$ cat src/hdl/diag_pkg.sv
/*
  Constants for the diagnostics, output-pin and flash-count register block:
  register offsets, field positions, reset values and command bits.
  Assumes a 16-bit SPI frame: bit 15 write flag, [14:8] address, [7:0] data.
*/
// Function
// - Two pin function fields, codes 00/01/10/11
// - Per-pin polarity bits; control resets to 0x0008
// - Flags coexist; live condition sets flag again
// - Node bits [4:0] latched until clear; bits 6:5 until clear or next result
// - Node alarm byte latches only when enabled
// - Gateway system alarm, node data, completion flags
// - Gateway bit 3 flags bad clock count
// - Bits 1/0 flag supply high/low
// - Bit 6 checksum fail, bit 2 update fail
// - Node alarm levels per axis, system error
// - Node self-test result bit 5, record bit 4
// - Self-test command starts test, reports bit 5
// - Checksum command runs test, reports bit 6
// - Seven read-only 16-bit flash write counters
// - Both status registers read zero after reset
// - Gateway page 0, nodes pages 1 to 6
// - Command bit returns to zero when done
package diag_pkg;
  // ---------------------------------------------------------------
  // Register offsets (low byte address)
  // ---------------------------------------------------------------
  localparam logic [6:0] ADDR_PAGE = 7'h00;
  localparam logic [6:0] ADDR_FLASH_CNT = 7'h04;
  localparam logic [6:0] ADDR_PIN_CTRL = 7'h2a;
  localparam logic [6:0] ADDR_GW_STAT = 7'h2c;
  localparam logic [6:0] ADDR_NODE_STAT = 7'h34;
  localparam logic [6:0] ADDR_GLOB_CMD = 7'h36;
  localparam logic [6:0] ADDR_ALARM_CONTROL = 7'h50;
  // ---------------------------------------------------------------
  // Pages and sizes
  // ---------------------------------------------------------------
  localparam logic [2:0] PAGE_GW = 3'h0;
  localparam logic [2:0] PAGE_LAST = 3'h6;
  localparam int NODES = 6;
  localparam int CNT_WORDS = 7;
  localparam logic [3:0] LAST_BIT = 4'hf;
  localparam int RW_BIT = 15;
  // ---------------------------------------------------------------
  // Output pin control fields
  // ---------------------------------------------------------------
  localparam logic [5:0] PIN_CTRL_RESET = 6'h08;
  localparam int FN2_LO = 4;
  localparam int FN1_LO = 2;
  localparam int POL2 = 1;
  localparam int POL1 = 0;
  localparam logic [1:0] FN_GPO = 2'h0;
  localparam logic [1:0] FN_ALARM = 2'h1;
  localparam logic [1:0] FN_BUSY = 2'h2;
  // ---------------------------------------------------------------
  // Status bit positions
  // ---------------------------------------------------------------
  localparam logic [15:0] STAT_RESET = 16'h0000;
  localparam int ST_SYS = 14;
  localparam int GW_NEW_LO = 8;
  localparam int GW_DONE = 7;
  localparam int ST_FLASH = 6;
  localparam int ST_SELF = 5;
  localparam int ST_REC = 4;
  localparam int GW_SPI = 3;
  localparam int ST_FUPD = 2;
  localparam int ST_VHI = 1;
  localparam int ST_VLO = 0;
  localparam int ALM2Y = 12;
  localparam int ALM2X = 11;
  localparam int ALM1Y = 9;
  localparam int ALM1X = 8;
  // ---------------------------------------------------------------
  // Global command bits and alarm control
  // ---------------------------------------------------------------
  localparam int CMD_SELF = 2;
  localparam int CMD_CLR = 4;
  localparam int CMD_FLASH = 5;
  localparam logic [15:0] CMD_CLR_MASK = 16'h0010;
  localparam int ALM_LATCH_BIT = 7;
  typedef enum logic {CMD_IDLE = 1'b0, CMD_BUSY = 1'b1} cmd_state_e;
endpackage : diag_pkg

$ cat src/hdl/flash_cnt_if.sv
/*
  Carrier between the register block and its flash counter memory.
  Assumes both ends run on the same clock.
*/
`timescale 1ns/1ps
interface flash_cnt_if;
  logic ce;            // Clock enable
  logic inc;           // Count one flash write
  logic [2:0] inc_idx; // Which counter, 0 gateway, 1..6 nodes
  logic [2:0] rd_idx;  // Counter to present
  logic [15:0] rd_data; // Registered read word
  modport ctrl(output ce, output inc, output inc_idx, output rd_idx,
    input rd_data);
  modport mem(input ce, input inc, input inc_idx, input rd_idx,
    output rd_data);
endinterface : flash_cnt_if

$ cat src/hdl/flash_cnt_mem.sv
/*
  Seven 16-bit flash write counters with a registered read port.
  Assumes inc and rd_idx come from logic on the same clock.
*/
`timescale 1ns/1ps
module flash_cnt_mem (
  input wire logic mclk,
  input wire logic arst_n,
  flash_cnt_if.mem bus
);
  logic [15:0] word_q [diag_pkg::CNT_WORDS]; // One counter per page
  logic [15:0] rd_q; // Read register

  // ---------------------------------------------------------------
  // Counters
  // ---------------------------------------------------------------
  for (genvar i = 0; i < diag_pkg::CNT_WORDS; i++) begin : g_word
    // Wraps silently at 0xffff; endurance is far below that anyway
    always_ff @(posedge mclk or negedge arst_n) begin
      if (!arst_n) begin
        word_q[i] <= 16'h0000;
      end else if (bus.ce && bus.inc && bus.inc_idx == 3'(i)) begin
        word_q[i] <= word_q[i] + 16'h0001;
      end
    end
  end

  // ---------------------------------------------------------------
  // Read port
  // ---------------------------------------------------------------
  // Out of range index reads zero rather than an undefined word
  always_ff @(posedge mclk or negedge arst_n) begin
    if (!arst_n) begin
      rd_q <= 16'h0000;
    end else if (bus.ce) begin
      if (bus.rd_idx <= diag_pkg::PAGE_LAST) begin
        rd_q <= word_q[bus.rd_idx];
      end else begin
        rd_q <= 16'h0000;
      end
    end
  end
  assign bus.rd_data = rd_q;
endmodule : flash_cnt_mem

$ cat src/hdl/diag_regs.sv
/*
  Diagnostics register bank: output pin control, gateway and node status,
  global commands and flash write counters behind a 16-bit SPI port.
  Assumes SPI mode 3 with SCLK well below a quarter of mclk; condition
  inputs and command handshakes come from logic on mclk.
*/
`timescale 1ns/1ps
module diag_regs (
  input wire logic mclk,
  input wire logic arst_n,
  input wire logic ce,
  input wire logic spi_sclk,
  input wire logic spi_cs_n,
  input wire logic spi_din,
  output logic spi_dout,
  input wire logic gw_supply_high,
  input wire logic gw_supply_low,
  input wire logic gw_flash_update_fail,
  input wire logic gw_system_alarm,
  input wire logic [5:0] node_new_data,
  input wire logic [5:0] node_supply_high,
  input wire logic [5:0] node_supply_low,
  input wire logic [5:0] node_flash_update_fail,
  input wire logic [5:0] node_record_interrupted,
  input wire logic [5:0] node_system_error,
  input wire logic [23:0] node_alarm,
  input wire logic flash_write,
  input wire logic [2:0] flash_write_idx,
  input wire logic [1:0] gpo_level,
  input wire logic busy_ready,
  output logic cmd_start,
  output logic [15:0] cmd_bits,
  output logic [2:0] cmd_node,
  input wire logic cmd_done,
  input wire logic cmd_selftest_fail,
  input wire logic cmd_flash_fail,
  output logic digital_out_first,
  output logic digital_out_second
);
  // ---------------------------------------------------------------
  // Helpers
  // ---------------------------------------------------------------
  // Word match ignores the byte select bit
  function automatic logic word_hit(input logic [6:0] a,
                                    input logic [6:0] t);
    word_hit = (a[6:1] == t[6:1]);
  endfunction : word_hit

  // Pin level from function code, polarity and sources
  function automatic logic pin_level(input logic [1:0] fn,
                                     input logic pol, input logic gpo,
                                     input logic alm, input logic busy);
    logic act;
    act = 1'b0;
    case (fn)
      diag_pkg::FN_GPO: act = gpo;
      diag_pkg::FN_ALARM: act = alm;
      diag_pkg::FN_BUSY: act = busy;
      default: act = 1'b0;
    endcase
    pin_level = pol ? act : ~act;
  endfunction : pin_level

  // ---------------------------------------------------------------
  // Pin synchronisers
  // ---------------------------------------------------------------
  logic sclk_m_q, sclk_s_q, sclk_d_q; // SCLK stages and history
  logic cs_m_q, cs_s_q, cs_d_q; // Chip select stages and history
  logic din_m_q, din_s_q; // Data in stages

  // First stages feed only the second stages
  always_ff @(posedge mclk or negedge arst_n) begin
    if (!arst_n) begin
      sclk_m_q <= 1'b1;
      sclk_s_q <= 1'b1;
      sclk_d_q <= 1'b1;
      cs_m_q <= 1'b1;
      cs_s_q <= 1'b1;
      cs_d_q <= 1'b1;
      din_m_q <= 1'b0;
      din_s_q <= 1'b0;
    end else if (ce) begin
      sclk_m_q <= spi_sclk;
      sclk_s_q <= sclk_m_q;
      sclk_d_q <= sclk_s_q;
      cs_m_q <= spi_cs_n;
      cs_s_q <= cs_m_q;
      cs_d_q <= cs_s_q;
      din_m_q <= spi_din;
      din_s_q <= din_m_q;
    end
  end

  logic sclk_rise, sclk_fall, cs_fall, cs_rise;
  assign sclk_rise = sclk_s_q & ~sclk_d_q & ~cs_s_q;
  assign sclk_fall = ~sclk_s_q & sclk_d_q & ~cs_s_q;
  assign cs_fall = ~cs_s_q & cs_d_q;
  assign cs_rise = cs_s_q & ~cs_d_q;

  // ---------------------------------------------------------------
  // Frame receive and decode
  // ---------------------------------------------------------------
  logic [14:0] rx_q; // Bits shifted in so far
  logic [3:0] bit_cnt_q; // Edges in the current frame
  logic [15:0] frame; // Completed frame word
  logic frame_done, wr, rd;
  logic [6:0] f_addr;
  logic [7:0] f_data;
  logic [15:0] cmd_w; // Byte in its lane; data bit 1 also asks self-test

  assign frame = {rx_q, din_s_q};
  assign frame_done = sclk_rise && (bit_cnt_q == diag_pkg::LAST_BIT);
  assign wr = frame_done & frame[diag_pkg::RW_BIT];
  assign rd = frame_done & ~frame[diag_pkg::RW_BIT];
  assign f_addr = frame[14:8];
  assign f_data = frame[7:0];
  assign cmd_w = f_addr[0] ? {f_data, 8'h00} :
    {8'h00, f_data[7:3], |f_data[2:1], 1'b0, f_data[0]};

  // Count resets on deselect so a short frame cannot skew the next
  always_ff @(posedge mclk or negedge arst_n) begin
    if (!arst_n) begin
      rx_q <= 15'h0000;
      bit_cnt_q <= 4'h0;
    end else if (ce) begin
      if (cs_s_q) begin
        bit_cnt_q <= 4'h0;
      end else if (sclk_rise) begin
        rx_q <= frame[14:0];
        bit_cnt_q <= bit_cnt_q + 4'h1;
      end
    end
  end

  // ---------------------------------------------------------------
  // Page and control registers
  // ---------------------------------------------------------------
  logic [2:0] page_q; // Selected page
  logic [5:0] pin_ctrl_q; // Output pin control
  logic [5:0] alm_latch_q; // Alarm latch enable per node
  logic node_page;
  logic [2:0] node_idx;
  assign node_page = (page_q != diag_pkg::PAGE_GW);
  assign node_idx = page_q - 3'h1;

  // Writes to any other address fall through untouched
  always_ff @(posedge mclk or negedge arst_n) begin
    if (!arst_n) begin
      page_q <= diag_pkg::PAGE_GW;
      pin_ctrl_q <= diag_pkg::PIN_CTRL_RESET;
      alm_latch_q <= 6'h00;
    end else if (ce && wr) begin
      if (f_addr == diag_pkg::ADDR_PAGE &&
          f_data[2:0] <= diag_pkg::PAGE_LAST) begin
        page_q <= f_data[2:0];
      end else if (!node_page && f_addr == diag_pkg::ADDR_PIN_CTRL) begin
        pin_ctrl_q <= f_data[5:0];
      end else if (node_page && f_addr == diag_pkg::ADDR_ALARM_CONTROL) begin
        alm_latch_q[node_idx] <= f_data[diag_pkg::ALM_LATCH_BIT];
      end
    end
  end

  // ---------------------------------------------------------------
  // Global command engine
  // ---------------------------------------------------------------
  diag_pkg::cmd_state_e cmd_state_q;
  logic cmd_wr_ok, clr_evt, done_evt;
  logic [15:0] ext_w; // Command bits handled outside
  assign cmd_wr_ok = wr && node_page &&
                     word_hit(f_addr, diag_pkg::ADDR_GLOB_CMD) &&
                     cmd_state_q == diag_pkg::CMD_IDLE;
  assign clr_evt = cmd_wr_ok & cmd_w[diag_pkg::CMD_CLR];
  assign ext_w = cmd_w & ~diag_pkg::CMD_CLR_MASK;
  assign done_evt = (cmd_state_q == diag_pkg::CMD_BUSY) & cmd_done;

  // One command in flight; writes while busy are dropped, because a
  // queued command would report its result against the wrong page
  always_ff @(posedge mclk or negedge arst_n) begin
    if (!arst_n) begin
      cmd_state_q <= diag_pkg::CMD_IDLE;
      cmd_bits <= 16'h0000;
      cmd_node <= 3'h0;
      cmd_start <= 1'b0;
    end else if (ce) begin
      cmd_start <= 1'b0;
      case (cmd_state_q)
        diag_pkg::CMD_IDLE: begin
          if (cmd_wr_ok && ext_w != 16'h0000) begin
            cmd_state_q <= diag_pkg::CMD_BUSY;
            cmd_bits <= ext_w;
            cmd_node <= page_q;
            cmd_start <= 1'b1;
          end
        end
        diag_pkg::CMD_BUSY: begin
          if (cmd_done) begin
            cmd_state_q <= diag_pkg::CMD_IDLE;
            cmd_bits <= 16'h0000;
          end
        end
        default: cmd_state_q <= diag_pkg::CMD_IDLE;
      endcase
    end
  end

  // ---------------------------------------------------------------
  // Node status registers
  // ---------------------------------------------------------------
  logic [15:0] node_stat_q [diag_pkg::NODES];
  logic [5:0] node_alm_any; // Any upper-byte flag per node

  for (genvar n = 0; n < diag_pkg::NODES; n++) begin : g_node
    logic clr_n, res_n;
    logic [7:0] lo_c, hi_c;
    assign clr_n = clr_evt && node_idx == 3'(n);
    assign res_n = done_evt && cmd_node == 3'(n + 1);
    assign lo_c = {3'h0, node_record_interrupted[n], 1'b0,
                   node_flash_update_fail[n], node_supply_high[n],
                   node_supply_low[n]};
    assign hi_c = {1'b0, node_system_error[n], 1'b0,
                   node_alarm[4*n+3], node_alarm[4*n+2], 1'b0,
                   node_alarm[4*n+1], node_alarm[4*n]};
    assign node_alm_any[n] = |node_stat_q[n][15:8];

    // Condition is ORed after the clear so a live fault survives it
    always_ff @(posedge mclk or negedge arst_n) begin
      if (!arst_n) begin
        node_stat_q[n] <= diag_pkg::STAT_RESET;
      end else if (ce) begin
        node_stat_q[n][4:0] <= (node_stat_q[n][4:0] & ~{5{clr_n}}) |
                               lo_c[4:0];
        if (res_n && cmd_bits[diag_pkg::CMD_SELF]) begin
          node_stat_q[n][diag_pkg::ST_SELF] <= cmd_selftest_fail;
        end else if (clr_n) begin
          node_stat_q[n][diag_pkg::ST_SELF] <= 1'b0;
        end
        if (res_n && cmd_bits[diag_pkg::CMD_FLASH]) begin
          node_stat_q[n][diag_pkg::ST_FLASH] <= cmd_flash_fail;
        end else if (clr_n) begin
          node_stat_q[n][diag_pkg::ST_FLASH] <= 1'b0;
        end
        node_stat_q[n][7] <= 1'b0;
        if (alm_latch_q[n]) begin
          node_stat_q[n][15:8] <= (node_stat_q[n][15:8] & ~{8{clr_n}}) |
                                  hi_c;
        end else begin
          node_stat_q[n][15:8] <= hi_c;
        end
      end
    end
  end

  // ---------------------------------------------------------------
  // Gateway status register
  // ---------------------------------------------------------------
  logic [15:0] gw_q; // Sticky gateway flags
  logic [15:0] gw_set;
  logic gw_clr; // Read of the register clears it
  logic spi_err;
  assign spi_err = cs_rise && bit_cnt_q != 4'h0;
  assign gw_set = {1'b0, gw_system_alarm, node_new_data,
                   done_evt | clr_evt,
                   done_evt & cmd_bits[diag_pkg::CMD_FLASH] & cmd_flash_fail,
                   2'b00, spi_err, gw_flash_update_fail,
                   gw_supply_high, gw_supply_low};

  // Set wins over the read clear so no event is lost
  always_ff @(posedge mclk or negedge arst_n) begin
    if (!arst_n) begin
      gw_q <= diag_pkg::STAT_RESET;
    end else if (ce) begin
      gw_q <= (gw_q & ~{16{gw_clr}}) | gw_set;
    end
  end

  // ---------------------------------------------------------------
  // Flash counters
  // ---------------------------------------------------------------
  flash_cnt_if cnt_bus ();
  assign cnt_bus.ce = ce;
  assign cnt_bus.inc = flash_write;
  assign cnt_bus.inc_idx = flash_write_idx;
  assign cnt_bus.rd_idx = page_q;

  flash_cnt_mem u_cnt (
    .mclk(mclk),
    .arst_n(arst_n),
    .bus(cnt_bus.mem)
  );

  // ---------------------------------------------------------------
  // Read path and transmit shifter
  // ---------------------------------------------------------------
  logic rd_pend_q; // Read frame seen last cycle
  logic [6:0] rd_addr_q;
  logic [15:0] tx_q; // Word being shifted out
  logic [15:0] rd_word;
  assign gw_clr = rd_pend_q && !node_page &&
                  word_hit(rd_addr_q, diag_pkg::ADDR_GW_STAT);

  // Unmapped and write-only addresses read zero
  always_comb begin
    rd_word = 16'h0000;
    if (word_hit(rd_addr_q, diag_pkg::ADDR_PAGE)) begin
      rd_word = {13'h0000, page_q};
    end else if (word_hit(rd_addr_q, diag_pkg::ADDR_FLASH_CNT)) begin
      rd_word = cnt_bus.rd_data;
    end else if (!node_page) begin
      if (word_hit(rd_addr_q, diag_pkg::ADDR_PIN_CTRL)) begin
        rd_word = {10'h000, pin_ctrl_q};
      end else if (word_hit(rd_addr_q, diag_pkg::ADDR_GW_STAT)) begin
        rd_word = gw_q;
      end
    end else if (word_hit(rd_addr_q, diag_pkg::ADDR_NODE_STAT)) begin
      rd_word = node_stat_q[node_idx];
    end else if (word_hit(rd_addr_q, diag_pkg::ADDR_ALARM_CONTROL)) begin
      rd_word = {8'h00, alm_latch_q[node_idx], 7'h00};
    end
  end

  // Answer goes out in the frame after the read request
  always_ff @(posedge mclk or negedge arst_n) begin
    if (!arst_n) begin
      rd_pend_q <= 1'b0;
      rd_addr_q <= 7'h00;
      tx_q <= 16'h0000;
      spi_dout <= 1'b0;
    end else if (ce) begin
      rd_pend_q <= rd;
      if (rd) begin
        rd_addr_q <= f_addr;
      end
      if (rd_pend_q) begin
        tx_q <= rd_word;
        spi_dout <= rd_word[15] & ~cs_s_q;
      end else if (frame_done) begin
        tx_q <= 16'h0000;
        spi_dout <= 1'b0;
      end else if (cs_fall) begin
        spi_dout <= tx_q[15];
      end else if (sclk_fall && bit_cnt_q != 4'h0) begin // MSB stays out
        tx_q <= {tx_q[14:0], 1'b0};
        spi_dout <= tx_q[14];
      end
    end
  end

  // ---------------------------------------------------------------
  // Digital output pins
  // ---------------------------------------------------------------
  logic alarm_any;
  assign alarm_any = gw_q[diag_pkg::ST_SYS] | (|node_alm_any);

  always_ff @(posedge mclk or negedge arst_n) begin
    if (!arst_n) begin
      digital_out_first <= 1'b1;
      digital_out_second <= 1'b1;
    end else if (ce) begin
      digital_out_first <= pin_level(
        pin_ctrl_q[diag_pkg::FN1_LO +: 2], pin_ctrl_q[diag_pkg::POL1],
        gpo_level[0], alarm_any, busy_ready);
      digital_out_second <= pin_level(
        pin_ctrl_q[diag_pkg::FN2_LO +: 2], pin_ctrl_q[diag_pkg::POL2],
        gpo_level[1], alarm_any, busy_ready);
    end
  end
endmodule : diag_regs

$ cat config.mk
export PLATFORM = sky130hd
export DESIGN_NAME = diag_regs
export DESIGN_NICKNAME = d
export VERILOG_FILES = /design/src/hdl/diag_pkg.sv /design/src/hdl/flash_cnt_if.sv /design/src/hdl/flash_cnt_mem.sv /design/src/hdl/diag_regs.sv
export SDC_FILE = /design/constraint.sdc
export NUM_CORES = 1
export LEC_CHECK = 0
export ABC_AREA = 1
export BUFFER_PORTS_ARGS = -buffer_cell sky130_fd_sc_hd__buf_2
export CAP_MARGIN = 25
export CELL_PAD_IN_SITES_DETAIL_PLACEMENT = 0
export CELL_PAD_IN_SITES_GLOBAL_PLACEMENT = 1
export CORE_MARGIN = 8
export CORE_UTILIZATION = 30
export CTS_BUF_LIST = sky130_fd_sc_hd__clkbuf_8
export CTS_CLUSTER_SIZE = 12
export DETAILED_ROUTE_END_ITERATION = 16
export GPL_ROUTABILITY_DRIVEN = 0
export GPL_TIMING_DRIVEN = 0
export HOLD_SLACK_MARGIN = 0.15
export PLACE_DENSITY_LB_ADDON = 0.1
export REMOVE_ABC_BUFFERS = 1
export SYNTH_ARGS = -nofsm -noshare
export SYNTH_HDL_FRONTEND = slang
export SYNTH_HIERARCHICAL = 1
export SYNTH_SLANG_ARGS = --single-unit
$ cat constraint.sdc
create_clock -name mclk -period 2.8 [get_ports mclk]
set_input_delay 0.28 -clock mclk [delete_from_list [all_inputs] [get_ports mclk]]
set_output_delay 0.28 -clock mclk [all_outputs]
set_load 0.005 [all_outputs]
==> metrics.csv <==
metric,value,unit
Syn Area/Cell,7.58,um2
CTS Sinks,321,
sequential share of power,47.3,%
initial antenna violation count,2,
"Top FF cell, synth",dfrtp_1,
Final min period,2.67,ns
fraction of synthesis flops using an asynchronous set or reset pin,100,%
max cap viols,0,
Gate power share,14.7,%
Reg2Reg Setup Slack,0.13,ns
Vias/cell,4.59,
Synth area leader,dfrtp_1,
Clock Pin Slew Worst Setup and Hold Paths,0.06,ns
final core area utilization,37.3,%
setup violators final,0,
worst reg2reg path depth,13,
Crit. End Element,flop,
Via Count,15300,
remaining global-route overflow,0,
Mapped Cells,2273,
# rows,88,
worst ir drop on vdd,0.344,mV
Netlist Area Pre-Place,0.0172,mm2
final count of pins violating max slew,0,
Post-synth EDFFs,0,
WHS Path Cells,4,
largest net degree at the start of global routing,103,
First-pass DRT Iterations,5,
switching share of power,30.9,%
"critical path, cell by cell",buf_16 -> inv_6 -> ha_1 -> ha_4 -> nor2_4 -> nand2_4 -> clkinvlp_4 -> nand2_1 -> nand3_1 -> o21ai_4 -> nand2_1 -> nand2_1 -> a21oi_1,
synth top area cells,"dfrtp_1 (45%), nand2_1 (16%), inv_1 (6.2%), nor2_1 (5.2%), nand3_1 (4.7%)",
core area,0.0573,mm2
"FF+latch count, synth",321,
I/O Buffers,100,
Yosys cell types,47,
R2R Path Start,cnt_bus.rd_idx[0],
reg-to-reg endpoint,tx_q[1],
CTS Buf Count,61,
fraction of layout cells with a size suffix above 1,12.6,%
Slowest cell on crit path,dfrtp_4,
f_max,0.375,GHz
Die Ht,256,um
crit-path max FO,23,
Layout area overhead,23.8,%
Routed WL per cell,16.8,um
endpoints failing hold,0,
DR iter-0 viols,873,
Worst setup endpoint,tx_q[1],
# nets final,2610,
Starting Density,30.1,%
worst-margin pin slew,0.871,ns
clock power share,38.0,%
worst min path class,in -> reg,
final wirelength,55900,um
switching power,3.76,mW
status,"finished, final reports clean",
Setup CP Type,reg -> reg,
Routed Antenna Nets,0,
vias in the first global route,15600,
TritonCTS clock tree,done,
Crit path largest cell delay,0.45,ns
placed cell area,0.0186,mm2
Worst slew margin,41.7,%
worst clock skew,0.0449,ns
crit path DAT,3.21,ns
DRC,0,
"Seq/Total Area, Yosys",46.7,%
clk buf depth,3,
chip width,256,um
Internal,8.41,mW
CTS Root Buffer Type,clkbuf_8,
first-pass GRT wire length,89300,um
Ports,103,
PwrDens,570,mW/mm2
Skew-Pair Late Insertion Delay,0.69,ns
Worst Setup SP,cnt_bus.rd_idx[0],
Startpoint Class,flop,
design area,0.0213,mm2
Leak,10.3,nW
CP most frequent cell,nand2_1,
RSZ-0062 raised after global routing,true,
yosys warns,6,
Max H-tree Level,2,
die footprint,0.0654,mm2
all-layer global routing usage,16.9,%
area share of the largest cell type after synthesis,45.3,%
Post-Place Setup Slack,-1.29,ns
most common cell in the netlist,nand2_1,
most frequent cells after synthesis,"nand2_1 (720), dfrtp_1 (312), inv_1 (284)",
Tcrit/Tclk final,95.3,%
Detailed Place HPWL,39400,um
PnR worst setup slack,0.133,ns
CP Data Required Time,3.35,ns
-- state kept, by name, summed over array words and instances, names as in the netlist, 3 cells and up --
register and count:
u_cnt/word_q 112, node_stat_q 90, gw_q 16, tx_q 16, u_cnt/bus.rd_data 16, rx_q 15, cmd_bits 14, alm_latch_q 6
pin_ctrl_q 6, rd_addr_q 6, bit_cnt_q 4, cmd_node 3, cnt_bus.rd_idx 3
-- worst max-delay path: cells and delay by family, from the launching register on --
kind	cells	cell delay [ns]
compound gates	2	0.28
simple gates	6	0.65
fa+ha+maj	2	0.61
flops	1	0.45
buf+inv	3	0.54
-- power groups by stage --
stage / Combinational, mW / Clock (mW) / Sequential (mW)
final: 1.79 / 4.62 / 5.75
after global routing: 2.09 / 5.06 / 5.84
after CTS: 1.83 / 4.85 / 5.76
after detailed placement: 1.68 / 0 / 5.83
after global placement: 1.64 / 0 / 5.82
after floorplan: 1.12 / 0 / 5.64
-- per-layer routing --
layer | share of wire [%] | global-route usage (%) | vias to the layer above
met3 | 4.1 | 2.93 | 111
met4 | 3.7 | 6.65 | 2
met2 | 45 | 26.8 | 282
li1 | - | - | 7719
met5 | 0.021 | 0 | -
met1 | 47 | 22.9 | 7178
-- stage by stage --
step           power (mW)  TNS [ns]  std cells  hold WS, ns
3_3_place_gp         7.46  -2117.84       3075        0.448
2_1_floorplan        6.76    -66.31       2210      -0.0156
3_5_place_dp         7.52    -71.81       3084        0.179
5_1_grt              13.0   -0.0790       3331        0.326
6_report             12.2         0       3331        0.277
4_1_cts              12.4   -0.0433       3322        0.256
-- kinds of logic after synthesis --
| logic type | after synthesis | share of synthesized area, % |
|---|---|---|
| xor+xnor | 59 | 3.00 |
| simple gates | 1248 | 31.3 |
| fa+ha+maj | 15 | 1.09 |
| flops | 321 | 46.7 |
| mux | 1 | 0.0653 |
| compound gates | 272 | 9.70 |
| buf+inv | 356 | 8.16 |
| other cells | 1 | 0.0218 |
-- cells in the final DEF (no fill, tap or decap), types with 12 or more instances in the layout --
cell type	instances
a21oi_1	50
a22o_1	16
buf_2	98
buf_4	13
clkbuf_8	79
dfrtp_1	309
dlygate4sd3_1	117
ha_1	13
inv_1	307
nand2_1	718
nand3_1	161
nand3_4	12
nand4_1	52
nor2_1	240
nor2_4	13
nor3_1	20
o211ai_1	16
o21ai_0	124
o21ai_2	23
o22ai_1	19
xnor2_1	13
xor2_1	46
-- area by class of cell --
type / instances / area, um2
diodes: 2 / 5.00
well taps: 765 / 957
inverters: 292 / 1120
clock inverters: 33 / 145
repair buffers: 242 / 2070
clock buffers: 79 / 1090
multi-input cells: 1597 / 7910
fillers: 6063 / 35900
flip-flops and latches: 321 / 8050
-- how the worst min path moves through the flow --
stage,startpoint,end,slack (ns)
4_1_cts,ce,node_stat_q[81],0.26
6_report,ce,node_stat_q[81],0.28
3_3_place_gp,node_stat_q[3],node_stat_q[3],0.45
2_1_floorplan,arst_n,alm_latch_q[0],-0.02
5_1_grt,spi_din,din_m_q,0.33
3_5_place_dp,arst_n,node_stat_q[30],0.18
-- timing repair --
item,4_1_cts,5_1_grt
gates resized for setup,30,11
pin swaps,1,2
hold buffers,118,0
setup buffers,7,7
cloned,1,0
setup endpoints to repair,166,36
hold endpoints to repair,254,0
No activity file was read; power rests on OpenSTA's default activity.
